===== src/cct_pkg.sv =====
package cct_pkg;

    // ----------------------------------------
    // register byte addresses
    // ----------------------------------------
    localparam logic [7:0] ADDR_CTL_ONE = 8'h00;
    localparam logic [7:0] ADDR_CTL_TWO = 8'h04;
    localparam logic [7:0] ADDR_STATUS = 8'h08;
    localparam logic [7:0] ADDR_COUNT = 8'h0c;
    localparam logic [7:0] ADDR_CMP_ONE = 8'h10;
    localparam logic [7:0] ADDR_CMP_TWO = 8'h14;
    localparam logic [7:0] ADDR_CAP_ONE = 8'h18;
    localparam logic [7:0] ADDR_CAP_TWO = 8'h1c;

    // ----------------------------------------
    // field positions and reset values
    // ----------------------------------------
    localparam int C1_CAP_IRQ_EN = 7;
    localparam int C1_CMP_IRQ_EN = 6;
    localparam int C1_OVF_IRQ_EN = 5;
    localparam int C1_FORCE_TWO = 4;
    localparam int C1_FORCE_ONE = 3;
    localparam int C1_LEVEL_TWO = 2;
    localparam int C1_CAP_EDGE_ONE = 1;
    localparam int C1_LEVEL_ONE = 0;
    localparam int C2_PIN_ONE_EN = 7;
    localparam int C2_PIN_TWO_EN = 6;
    localparam int C2_ONE_PULSE = 5;
    localparam int C2_PWM = 4;
    localparam int C2_CLK_SEL_HI = 3;
    localparam int C2_CLK_SEL_LO = 2;
    localparam int C2_CAP_EDGE_TWO = 1;
    localparam int C2_EXT_EDGE = 0;
    localparam int ST_CAP_ONE = 7;
    localparam int ST_CMP_ONE = 6;
    localparam int ST_OVF = 5;
    localparam int ST_CAP_TWO = 4;
    localparam int ST_CMP_TWO = 3;
    localparam logic [7:0] CTL_ONE_RESET = 8'h00;
    localparam logic [7:0] CTL_TWO_RESET = 8'h00;
    localparam logic [7:0] STATUS_MASK = 8'hf8;
    localparam logic [15:0] CNT_RELOAD = 16'hfffc;
    localparam logic [15:0] CNT_MAX = 16'hffff;
    localparam logic [15:0] CMP_RESET = 16'hffff;

    // ----------------------------------------
    // clock select codes and bus codes
    // ----------------------------------------
    localparam logic [1:0] CLK_DIV4 = 2'h0;
    localparam logic [1:0] CLK_DIV2 = 2'h1;
    localparam logic [1:0] CLK_DIV8 = 2'h2;
    localparam logic [1:0] CLK_EXT = 2'h3;
    localparam logic [2:0] PRESC_DIV2_END = 3'h1;
    localparam logic [2:0] PRESC_DIV4_END = 3'h3;
    localparam logic [2:0] PRESC_DIV8_END = 3'h7;
    localparam logic HRESP_OKAY = 1'b0;

    // ----------------------------------------
    // carriers
    // ----------------------------------------
    typedef struct packed {
        logic ext_clk;
        logic cap_one;
        logic cap_two;
    } cct_pins_in_t;

    typedef struct packed {
        logic cmp_one;
        logic cmp_one_oe;
        logic cmp_two;
        logic cmp_two_oe;
    } cct_pins_out_t;

    typedef struct packed {
        logic irq_mask;
        logic wait_state;
        logic halt_state;
    } cct_cpu_t;

    typedef struct packed {
        logic [7:0] ctl1;
        logic [7:0] ctl2;
        logic [7:0] stat;
        logic [15:0] cnt;
        logic [15:0] cmp1;
        logic [15:0] cmp2;
        logic [15:0] cap1;
        logic [15:0] cap2;
        logic pin1;
        logic pin2;
        logic ext_q;
        logic cap1_q;
        logic cap2_q;
        logic [2:0] presc;
        logic wr_pend;
        logic [7:0] wr_addr;
        logic [31:0] rdata;
    } cct_state_t;

endpackage


===== src/cct_timer.sv =====
// Decided for this implementation: the register addresses and the AHB-Lite slave port.
`timescale 1ns/1ps

// Functional notes
// all timer events share one interrupt line, gated by enables and cpu mask.
// capture enable passes either capture flag to the interrupt.
// compare enable passes either compare flag to the interrupt.
// overflow enable passes the overflow flag to the interrupt.
// enabled events wake cpu from wait, never from halt; no compare events in pwm.
// pwm period end sets the capture one flag.
// force two copies level two to second pin when enabled.
// force one copies level one to first pin when enabled.
// compare two match drives level two; first pin in pwm; in one-pulse the capture one edge drives it.
// capture edge one selects falling (0) or rising (1) edge.
// compare one match copies level one to first pin.
// first pin enable only gates the pin; compare one keeps running.
// second pin enable only gates the pin; compare two keeps running.
// one-pulse mode emits one pulse after capture one edge, width compare one.
// pwm mode repeats; compare one sets pulse, compare two sets period.
// clock select 00 div4, 01 div2, 10 div8, 11 external clock.
// without external pin, external clock setting stops the counter.
// capture edge two selects falling (0) or rising (1) edge.
// external clock edge bit selects falling (0) or rising (1) transition.
// pwm and one-pulse both set acts as pwm only.
// pwm compare two match reloads counter with fffc.
// interrupt is a level held until software clears the flags.
module cct_timer #(
    parameter bit HAS_EXT_CLK = 1'b1
) (
    // clock and reset
    input wire logic ref_clk,
    input wire logic resetn,
    // ahb-lite slave
    input wire logic hsel,
    input wire logic [31:0] haddr,
    input wire logic [1:0] htrans,
    input wire logic hwrite,
    input wire logic [2:0] hsize,
    input wire logic [31:0] hwdata,
    input wire logic hready,
    output logic hreadyout,
    output logic hresp,
    output logic [31:0] hrdata,
    // timer pins
    input cct_pkg::cct_pins_in_t pins_i,
    output cct_pkg::cct_pins_out_t pins_o,
    // cpu side
    input cct_pkg::cct_cpu_t cpu_i,
    output logic timer_irq,
    output logic cpu_wakeup
);

    cct_pkg::cct_state_t st;
    cct_pkg::cct_state_t nx;

    logic [1:0] clk_sel;
    logic pwm_mode;
    logic pulse_mode;
    logic tick;
    logic ext_edge;
    logic cap1_edge;
    logic cap2_edge;
    logic match1;
    logic match2;
    logic ovf_evt;
    logic [7:0] set_vec;
    logic [7:0] clr_vec;
    logic irq_pend;
    logic addr_take;

    // ----------------------------------------
    // mode decode and event detection
    // ----------------------------------------

    // mode bits, pwm wins over one-pulse
    assign clk_sel = st.ctl2[cct_pkg::C2_CLK_SEL_HI:cct_pkg::C2_CLK_SEL_LO];
    // pwm waveform select
    assign pwm_mode = st.ctl2[cct_pkg::C2_PWM];
    // pwm overrides
    assign pulse_mode = st.ctl2[cct_pkg::C2_ONE_PULSE] & ~pwm_mode;

    // external clock edge select
    assign ext_edge = st.ctl2[cct_pkg::C2_EXT_EDGE] ? (pins_i.ext_clk & ~st.ext_q)
                                                     : (~pins_i.ext_clk & st.ext_q);
    // capture one edge select
    assign cap1_edge = st.ctl1[cct_pkg::C1_CAP_EDGE_ONE] ? (pins_i.cap_one & ~st.cap1_q)
                                                          : (~pins_i.cap_one & st.cap1_q);
    // capture two edge select
    assign cap2_edge = st.ctl2[cct_pkg::C2_CAP_EDGE_TWO] ? (pins_i.cap_two & ~st.cap2_q)
                                                          : (~pins_i.cap_two & st.cap2_q);

    // counter advance enable
    always_comb
    begin
        case (clk_sel)
            // prescaler taps
            cct_pkg::CLK_DIV4: tick = (st.presc[1:0] == cct_pkg::PRESC_DIV4_END[1:0]);
            cct_pkg::CLK_DIV2: tick = (st.presc[0] == cct_pkg::PRESC_DIV2_END[0]);
            cct_pkg::CLK_DIV8: tick = (st.presc == cct_pkg::PRESC_DIV8_END);
            // no pin, no count
            cct_pkg::CLK_EXT: tick = HAS_EXT_CLK & ext_edge;
            default: tick = 1'b0;
        endcase
    end

    // compare one runs whatever the pin enable
    assign match1 = tick & (st.cnt == st.cmp1);
    // compare two runs whatever the pin enable
    assign match2 = tick & (st.cnt == st.cmp2);
    assign ovf_evt = tick & (st.cnt == cct_pkg::CNT_MAX) & ~(pwm_mode & match2);

    // ----------------------------------------
    // status flag set and clear
    // ----------------------------------------

    // hardware set sources per flag
    always_comb
    begin
        set_vec = 8'h00;
        // period end counts as capture one
        set_vec[cct_pkg::ST_CAP_ONE] = (~pwm_mode & ~pulse_mode & cap1_edge)
                                     | (pwm_mode & match2);
        set_vec[cct_pkg::ST_CAP_TWO] = cap2_edge;
        // no compare events in pwm
        set_vec[cct_pkg::ST_CMP_ONE] = match1 & ~pwm_mode & ~pulse_mode;
        set_vec[cct_pkg::ST_CMP_TWO] = match2 & ~pwm_mode;
        set_vec[cct_pkg::ST_OVF] = ovf_evt;
    end

    // write-one-to-clear from the bus data phase
    assign clr_vec = (st.wr_pend && st.wr_addr == cct_pkg::ADDR_STATUS)
                   ? (hwdata[7:0] & cct_pkg::STATUS_MASK) : 8'h00;

    // ----------------------------------------
    // next state
    // ----------------------------------------

    // bus address phase accepted
    assign addr_take = hsel & hready & htrans[1];

    always_comb
    begin
        nx = st;
        nx.ext_q = pins_i.ext_clk;
        nx.cap1_q = pins_i.cap_one;
        nx.cap2_q = pins_i.cap_two;
        nx.presc = st.presc + 3'h1;

        // counter: reload at period end or pulse start, else advance
        if (pwm_mode && match2)
        begin
            // period restart
            nx.cnt = cct_pkg::CNT_RELOAD;
        end
        else if (pulse_mode && cap1_edge)
        begin
            // pulse start restarts the count
            nx.cnt = cct_pkg::CNT_RELOAD;
        end
        else if (tick)
        begin
            nx.cnt = st.cnt + 16'h0001;
        end

        // captures latch the count
        if (set_vec[cct_pkg::ST_CAP_ONE] && !pwm_mode)
        begin
            nx.cap1 = st.cnt;
        end
        if (cap2_edge)
        begin
            nx.cap2 = st.cnt;
        end

        // flags held until cleared, set wins
        nx.stat = (st.stat & ~clr_vec) | set_vec;

        // first compare pin level
        if (st.ctl1[cct_pkg::C1_FORCE_ONE])
        begin
            // forced level one
            nx.pin1 = st.ctl1[cct_pkg::C1_LEVEL_ONE];
        end
        else if ((pwm_mode && match2) || (pulse_mode && cap1_edge))
        begin
            // level two onto first pin
            nx.pin1 = st.ctl1[cct_pkg::C1_LEVEL_TWO];
        end
        else if (match1)
        begin
            // level one on match
            nx.pin1 = st.ctl1[cct_pkg::C1_LEVEL_ONE];
        end

        // second compare pin level
        if (st.ctl1[cct_pkg::C1_FORCE_TWO])
        begin
            // forced level two
            nx.pin2 = st.ctl1[cct_pkg::C1_LEVEL_TWO];
        end
        else if (match2 && !pwm_mode && !pulse_mode)
        begin
            // level two on second pin
            nx.pin2 = st.ctl1[cct_pkg::C1_LEVEL_TWO];
        end

        // bus data phase writes
        nx.wr_pend = 1'b0;
        if (st.wr_pend)
        begin
            case (st.wr_addr)
                cct_pkg::ADDR_CTL_ONE: nx.ctl1 = hwdata[7:0];
                cct_pkg::ADDR_CTL_TWO: nx.ctl2 = hwdata[7:0];
                cct_pkg::ADDR_COUNT:
                begin
                    nx.cnt = cct_pkg::CNT_RELOAD;
                    nx.presc = 3'h0;
                end
                cct_pkg::ADDR_CMP_ONE: nx.cmp1 = hwdata[15:0];
                cct_pkg::ADDR_CMP_TWO: nx.cmp2 = hwdata[15:0];
                default: nx.wr_addr = st.wr_addr;
            endcase
        end

        // bus address phase: latch write, prepare read data
        if (addr_take)
        begin
            nx.wr_pend = hwrite;
            nx.wr_addr = haddr[7:0];
            nx.rdata = 32'h0000_0000;
            if (!hwrite)
            begin
                case (haddr[7:0])
                    cct_pkg::ADDR_CTL_ONE: nx.rdata = {24'h00_0000, st.ctl1};
                    cct_pkg::ADDR_CTL_TWO: nx.rdata = {24'h00_0000, st.ctl2};
                    cct_pkg::ADDR_STATUS: nx.rdata = {24'h00_0000, st.stat};
                    cct_pkg::ADDR_COUNT: nx.rdata = {16'h0000, st.cnt};
                    cct_pkg::ADDR_CMP_ONE: nx.rdata = {16'h0000, st.cmp1};
                    cct_pkg::ADDR_CMP_TWO: nx.rdata = {16'h0000, st.cmp2};
                    cct_pkg::ADDR_CAP_ONE: nx.rdata = {16'h0000, st.cap1};
                    cct_pkg::ADDR_CAP_TWO: nx.rdata = {16'h0000, st.cap2};
                    default: nx.rdata = 32'h0000_0000;
                endcase
            end
        end
    end

    // state register, synchronous reset
    always_ff @(posedge ref_clk)
    begin
        if (!resetn)
        begin
            st <= '0;
            st.ctl1 <= cct_pkg::CTL_ONE_RESET;
            st.ctl2 <= cct_pkg::CTL_TWO_RESET;
            st.cnt <= cct_pkg::CNT_RELOAD;
            st.cmp1 <= cct_pkg::CMP_RESET;
            st.cmp2 <= cct_pkg::CMP_RESET;
        end
        else
        begin
            st <= nx;
        end
    end

    // ----------------------------------------
    // outputs
    // ----------------------------------------

    // interrupt request from enabled flags
    always_comb
    begin
        // capture flags
        irq_pend = (st.stat[cct_pkg::ST_CAP_ONE] | st.stat[cct_pkg::ST_CAP_TWO])
                 & st.ctl1[cct_pkg::C1_CAP_IRQ_EN];
        // compare flags, absent in pwm
        irq_pend = irq_pend | ((st.stat[cct_pkg::ST_CMP_ONE] | st.stat[cct_pkg::ST_CMP_TWO])
                 & st.ctl1[cct_pkg::C1_CMP_IRQ_EN] & ~pwm_mode);
        // overflow flag
        irq_pend = irq_pend | (st.stat[cct_pkg::ST_OVF] & st.ctl1[cct_pkg::C1_OVF_IRQ_EN]);
    end

    // one shared line, cpu mask gates it
    assign timer_irq = irq_pend & ~cpu_i.irq_mask;
    // wait exit only, never halt
    assign cpu_wakeup = timer_irq & cpu_i.wait_state & ~cpu_i.halt_state;

    // pins: level from flops, enables from control two
    assign pins_o.cmp_one = st.pin1;
    assign pins_o.cmp_one_oe = st.ctl2[cct_pkg::C2_PIN_ONE_EN];
    assign pins_o.cmp_two = st.pin2;
    assign pins_o.cmp_two_oe = st.ctl2[cct_pkg::C2_PIN_TWO_EN];

    // zero-wait slave, always okay
    assign hreadyout = 1'b1;
    assign hresp = cct_pkg::HRESP_OKAY;
    assign hrdata = st.rdata;
endmodule


===== config.mk =====
export PLATFORM = sky130hd
export DESIGN_NAME = cct_timer
export DESIGN_NICKNAME = d
export VERILOG_FILES = /design/src/cct_pkg.sv /design/src/cct_timer.sv
export SDC_FILE = /design/constraint.sdc
export NUM_CORES = 1
export LEC_CHECK = 0
export ABC_AREA = 0
export BUFFER_PORTS_ARGS = -buffer_cell sky130_fd_sc_hd__buf_4
export CAP_MARGIN = 15
export CORE_MARGIN = 3
export CORE_UTILIZATION = 48
export DETAILED_ROUTE_END_ITERATION = 16
export GPL_TIMING_DRIVEN = 1
export PLACE_DENSITY = 0.71
export SYNTH_ARGS = -nofsm -noshare
export SYNTH_HDL_FRONTEND = slang
export SYNTH_SLANG_ARGS = --single-unit
export TNS_END_PERCENT = 30

===== constraint.sdc =====
create_clock -name ref_clk -period 2 [get_ports ref_clk]
set_input_delay 0.3 -clock ref_clk [delete_from_list [all_inputs] [get_ports ref_clk]]
set_output_delay 0.3 -clock ref_clk [all_outputs]
set_load 0.01 [all_outputs]

Word-level counts from Yosys, hierarchy flattened --
Cells that the tools add are included.
Operators by class: eq/ne operators 20, magnitude comparators 0, divide/modulo/power cells 0, $mul 0, shifts and indexed selects 0, multiplexer cells 21, reductions and logical operators 19, add/sub/neg operators 2, bitwise gates (word level) 45
Operator list (number):
- 16-bit one-hot mux with 8 select lines | 1
- 16-bit 2-to-1 mux | 7
- 8-bit by 5-bit == test with 1-bit output (second input constant) | 6
- 48-bit 2-to-1 mux | 1
- 16-bit == test | 2
- 8-bit by 4-bit == test with 1-bit output (second input constant) | 4
- 1-bit AND | 26
- 16-bit by 1-bit adder with 16-bit output (second input constant) | 1
- 16-bit == test (second input constant) | 1
- 8-bit by 3-bit == test with 1-bit output (second input constant) | 2
- 8-bit zero test | 2
- 1-bit inverter | 11
- 2-bit AND reduction | 5
- 8-bit AND | 1
- 1-bit 2-to-1 mux | 8
- 8-bit 2-to-1 mux | 1
- 8-bit inverter | 1
- 8-bit OR | 1
- 2-bit == test (second input constant) | 3
- 1-bit logical AND | 6
- 3-bit 2-to-1 mux | 2
- 1-bit OR | 5
- 1-bit one-hot mux with 4 select lines | 1
- 3-bit by 1-bit adder with 3-bit output (second input constant) | 1
- other kinds (7) | 8
Word-level totals: bits in read-only memories 0, bits in writable memories 0, logic and storage cells 124, output and inout port bits 40, memories kept 0, bits in latches 0, flip-flop bits (word level) 153, input port bits 80

Longest topological paths before layout --
depth after elaboration 9, gate-level depth with buffers 10, gate-level depth less buffers 8

Least setup slack after synthesis --
Ideal clock, no wire load.
path kind register -> register, from register st[41] in the netlist's numbering, to register st[118] in the netlist's numbering, slack 0.135 ns, cell stages (with the launch flop) 11, clock period less this slack 1.865 ns, setup time 0.116 ns, required time 1.884 ns, data arrival time 1.749 ns, path buffers 2, path through dfxtp_1 ha_1 ha_1 mux2i_1 a21oi_1 nor2b_4 a32oi_2 and2_4 buf_6 buf_8 nand2_2
Between the ends: word-level cells in the longest chain between the ends 7, elaborated cells between the ends (all ways) 10, classes of those cells 2 x eq/ne; 6 x mux; 1 x bitwise; 1 x reduce/logical
RTL lines:
- start, declared | line cct_timer.sv:53 | cct_pkg::cct_state_t st;
- start signal, assigned | line cct_timer.sv:262 | st <= nx;
- 3-bit == test / 2-bit == test (equally long branches) | line cct_timer.sv:99, cct_timer.sv:97
- 1-bit one-hot mux with 4 select lines * | line cct_timer.sv:95 | case (clk_sel)
- 16-bit 2-to-1 mux / 1-bit AND (equally long branches) | line cct_timer.sv:160, cct_timer.sv:109
- 16-bit 2-to-1 mux / 1-bit logical AND (equally long branches) | line cct_timer.sv:155, cct_timer.sv:150
- 16-bit 2-to-1 mux * | line cct_timer.sv:150 | if (pwm_mode && match2)
- 16-bit 2-to-1 mux | line cct_timer.sv:211 | case (st.wr_addr)
- 48-bit 2-to-1 mux * | line cct_timer.sv:209 | if (st.wr_pend)
Every way passes the cells marked *; elsewhere a longest branch is shown, timed or not. A chain may end at the register's enable or synchronous reset.

Final worst setup path --
from register st[41] in the netlist's numbering, to register st[124] in the netlist's numbering
Same word-level chain as after synthesis.

==> flow_metrics.py <==
metrics = {
    "global_route": {
        "gr_overflow_total": 0,
        "grt_resource_usage_total": 0.255,
        "grt-busiest-layer": "met2",
        "antenna_violations_before_repair": 0,
        "first_global_vias": 5643,
        "grt_util_met2": 0.408,
        "maximum_number_of_pins_on_one_net_before_global_route_repair": 62,
        "global_route.usage.met1": 0.331,
        "grt_pass1_wl_um": 29400,
        "grt.met3_usage": 0.0585,
    },
    "logic_synthesis": {
        "synth_edf_count": 0,
        "compound_gate_portion_of_the_synthesized_area": 0.115,
        "synth-xor-area-share": 0.0663,
        "post_syn_area_per_cell_um2": 8.87,
        "ys_seq_area_frac": 0.410,
        "synth.top_cells.by_area": "dfxtp_1 (41%), mux2i_1 (7.8%), nand2_1 (6.8%)",
        "synth.distinct_cells": 63,
        "synth_most_common_cell": "dfxtp_1",
        "synth_seq_cells": 134,
        "largest_family_of_logic_cells_by_synthesized_area": "simple AND/OR/NAND/NOR gates",
        "ys.flop_type": "dfxtp_1",
        "post_synth_instance_area_mm2": 0.00655,
        "yosys_warnings": 0,
        "async_reset_ff_frac": 0,
        "yosys-top-cells-count": "dfxtp_1 (134), nand2_1 (119), nor2_1 (68)",
        "synth_area_leader_cell": "dfxtp_1",
        "post_syn_instances": 738,
        "post_synthesis_simple_gate_area_fraction": 0.231,
        "synth_top_area_share": 0.410,
        "share_of_cell_area_taken_by_muxes_after_synthesis": 0.0797,
        "yosys.area_share.adder": 0.00573,
    },
    "detailed_routing": {
        "detail_route.wirelength_um": 18800,
        "drt_pre_antenna_iters": 6,
        "post_route_ant_nets": 0,
        "number_of_remaining_drc_errors": 0,
        "via_per_inst": 5.76,
        "drt-initial-drc-count": 645,
        "wire_per_inst_um": 18.9,
        "vias": 5726,
    },
    "pwr": {
        "intPower_w": 0.00447,
        "netSwitchingPower_w": 0.00146,
        "leakage_power_figure_nw": 3.34,
        "seq_power_share": 0.465,
        "power_frac_clock": 0.469,
        "power_per_cell_area_mw_per_mm2": 758,
        "vdd_ir_drop_max_mv": 0.414,
        "p_comb_frac": 0.066,
        "switching_share": 0.246,
    },
    "critical_path": {
        "crit_path_end_kind": "flop",
        "startpoint_type": "flop",
        "cp_top_family": "simple AND/OR/NAND/NOR gates",
        "critPathMaxFanout": 6,
        "crit_arrival_ns": 2.21,
        "launch_instance_of_the_worst_register_to_register_path": "st[41]",
        "crit_type": "flop to flop",
        "timing.reg2reg.worst_path_depth": 9,
        "setup.reg_to_reg.worst_slack_ns": 0.1,
        "critical_path_required_ns": 2.31,
        "cpMaxStageDelayCell": "dfxtp_2",
        "crit_chain": "ha_4 -> ha_1 -> mux2i_1 -> a21oi_2 -> nor4b_4 -> buf_6 -> nand3_1 -> xor2_2 -> nand2_2",
        "crit_path_max_cell_delay_ns": 0.35,
        "timing.rr.end": "st[124]",
        "worst-path-buf-inv": 1,
    },
    "clocking": {
        "cts-root-to-sink-buffers": 2,
        "cts_tree": "built",
        "worst_skew_pair.late_latency_ns": 0.42,
        "numCtsBuffers": 17,
        "cts.clk_slew.worst_paths_ns": 0.06,
        "cts.htree.levels": 4,
        "post_cts_hold_buffer_count": 0,
        "clock_sinks": 134,
        "clk_root_buffer_cell": "clkbuf_16",
    },
    "timing": {
        "period_needed_ns": 1.90,
        "finalMaxSlewViolations": 0,
        "final-setup-viol-count": 0,
        "holdWs_ns": 0.0946,
        "postLayoutSetupSlackWorst_ns": 0.0985,
        "timing.final.hold_violations": 0,
        "fmaxAchievable_mhz": 526,
        "worstMarginPinSlew_ns": 0.827,
        "grt_setup_unrepaired": "no",
        "finalClockSkew_ns": 0.00834,
        "setup_total_negative_slack_ns": 0,
        "slew_headroom": 0.441,
        "fin_crit_sh": 0.951,
    },
    "min_path": {
        "worst_hold_path.num_cells": 2,
        "hold_class": "input port to flop",
        "worstHoldEndpoint": "st[44]",
        "hold_path_start": "pins_i[0]",
    },
    "floorplan": {
        "floorplan.die.width_um": 123,
        "die-area_mm2": 0.0151,
        "die_height_um": 123,
        "io_pins": 120,
        "fp-row-count": 42,
        "initial_utilization": 0.492,
        "coreArea_mm2": 0.0133,
    },
    "placed_design": {
        "io_buffer_count": 57,
        "detailedPlace.worstSlack_ns": -0.197,
        "detailedPlacementHpwl_um": 13200,
        "globalplace.congestion": 0.970,
    },
    "final_layout": {
        "syn_to_final_growth_pct": 19.5,
        "fraction_of_final_layout_cells_with_drive_strength_greater_than_1": 0.237,
        "postLayoutCoreUtil": 0.588,
        "layout.nets": 888,
        "antenna_cells": 0,
    },
    "flow_run": {
        "cap_violations": 0,
    },
    "outcome": {
        "run_status": "finished, final reports clean",
    },
}
==> flip-flops by register name, summed over array words and instances (netlist names) <==
name,flops
st,111
hrdata,16
pwm_mode,1
pins_o,4
clk_sel,2
==> logic make-up after synthesis <==
| family | count (synthesis) |
|---|---|
| adder cells (fa/ha/maj) | 3 |
| buffers and inverters | 98 |
| other | 2 |
| multiplexers | 52 |
| flip-flops | 134 |
| AO/OA/AOI/OAI | 94 |
| XOR/XNOR | 47 |
| AND/OR/NAND/NOR | 308 |
==> cell usage in the layout (no fill, tap or decap), types with 9 or more instances in the layout <==
cell type / instances
dfxtp_1: 132
buf_4: 120
nand2_1: 119
nor2_1: 68
mux2i_1: 51
nand3_1: 44
xnor2_1: 21
xor2_1: 21
a22o_1: 20
a22oi_1: 19
conb_1: 18
clkbuf_16: 17
a21oi_1: 14
a222oi_1: 14
nand2_2: 10
and3_1: 9
==> what timing repair did <==
| action | in CTS | in global routing |
|---|---|---|
| pin swaps | 1 | 3 |
| gates resized for setup | 1 | 8 |
| setup buffers | 3 | 1 |
| setup endpoints to repair | 15 | 17 |
==> power by group through the flow <==
stage / clock [W] / sequential [W] / combinational [W]
floorplan: 0 / 0.00280 / 0.000243
global placement: 0 / 0.00281 / 0.000363
detailed placement: 0 / 0.00281 / 0.000376
CTS: 0.00281 / 0.00275 / 0.000387
global route: 0.00293 / 0.00276 / 0.000425
finish: 0.00278 / 0.00276 / 0.000393
==> routing by layer <==
metal / wire (µm) / share of wire
met5: 0 / 0
met4: 593 / 0.032
met3: 1580 / 0.084
met2: 8780 / 0.47
met1: 7830 / 0.42
==> stage by stage <==
step | instances | power, W | instance area (µm²)
2_1_floorplan | 754 | 0.00305 | 6610
3_3_place_gp | 959 | 0.00317 | 7200
3_5_place_dp | 959 | 0.00319 | 7200
5_1_grt | 994 | 0.00612 | 7820
6_report | 994 | 0.00593 | 7820
4_1_cts | 994 | 0.00595 | 7790
==> worst register-to-register path, cell delays in order, from the launching register on <==
cell	delay [ns]
dfxtp_2	0.35
ha_4	0.14
ha_1	0.13
mux2i_1	0.08
a21oi_2	0.28
nor4b_4	0.27
buf_6	0.17
nand3_1	0.12
xor2_2	0.19
nand2_2	0.07
==> layout make-up <==
type / count / area, µm²
sequential: 134 / 2690
clock inverter: 15 / 108
tap: 176 / 220
timing repair buffer: 125 / 992
fill: 1115 / 5470
inverter: 5 / 18.8
clock buffer: 17 / 425
multi-input combinational: 522 / 3370
==> worst max-delay path by stage <==
| stage | to | depth (start not counted) | start |
|---|---|---|---|
| after floorplan | st[118] | 10 | st[41] |
| after global placement | hrdata[5] | 7 | haddr[0] |
| after detailed placement | hrdata[1] | 7 | haddr[0] |
| after CTS | st[127] | 10 | st[41] |
| after global routing | st[124] | 9 | st[41] |
| final | st[124] | 9 | st[41] |
No activity file was read; power rests on OpenSTA's default activity.
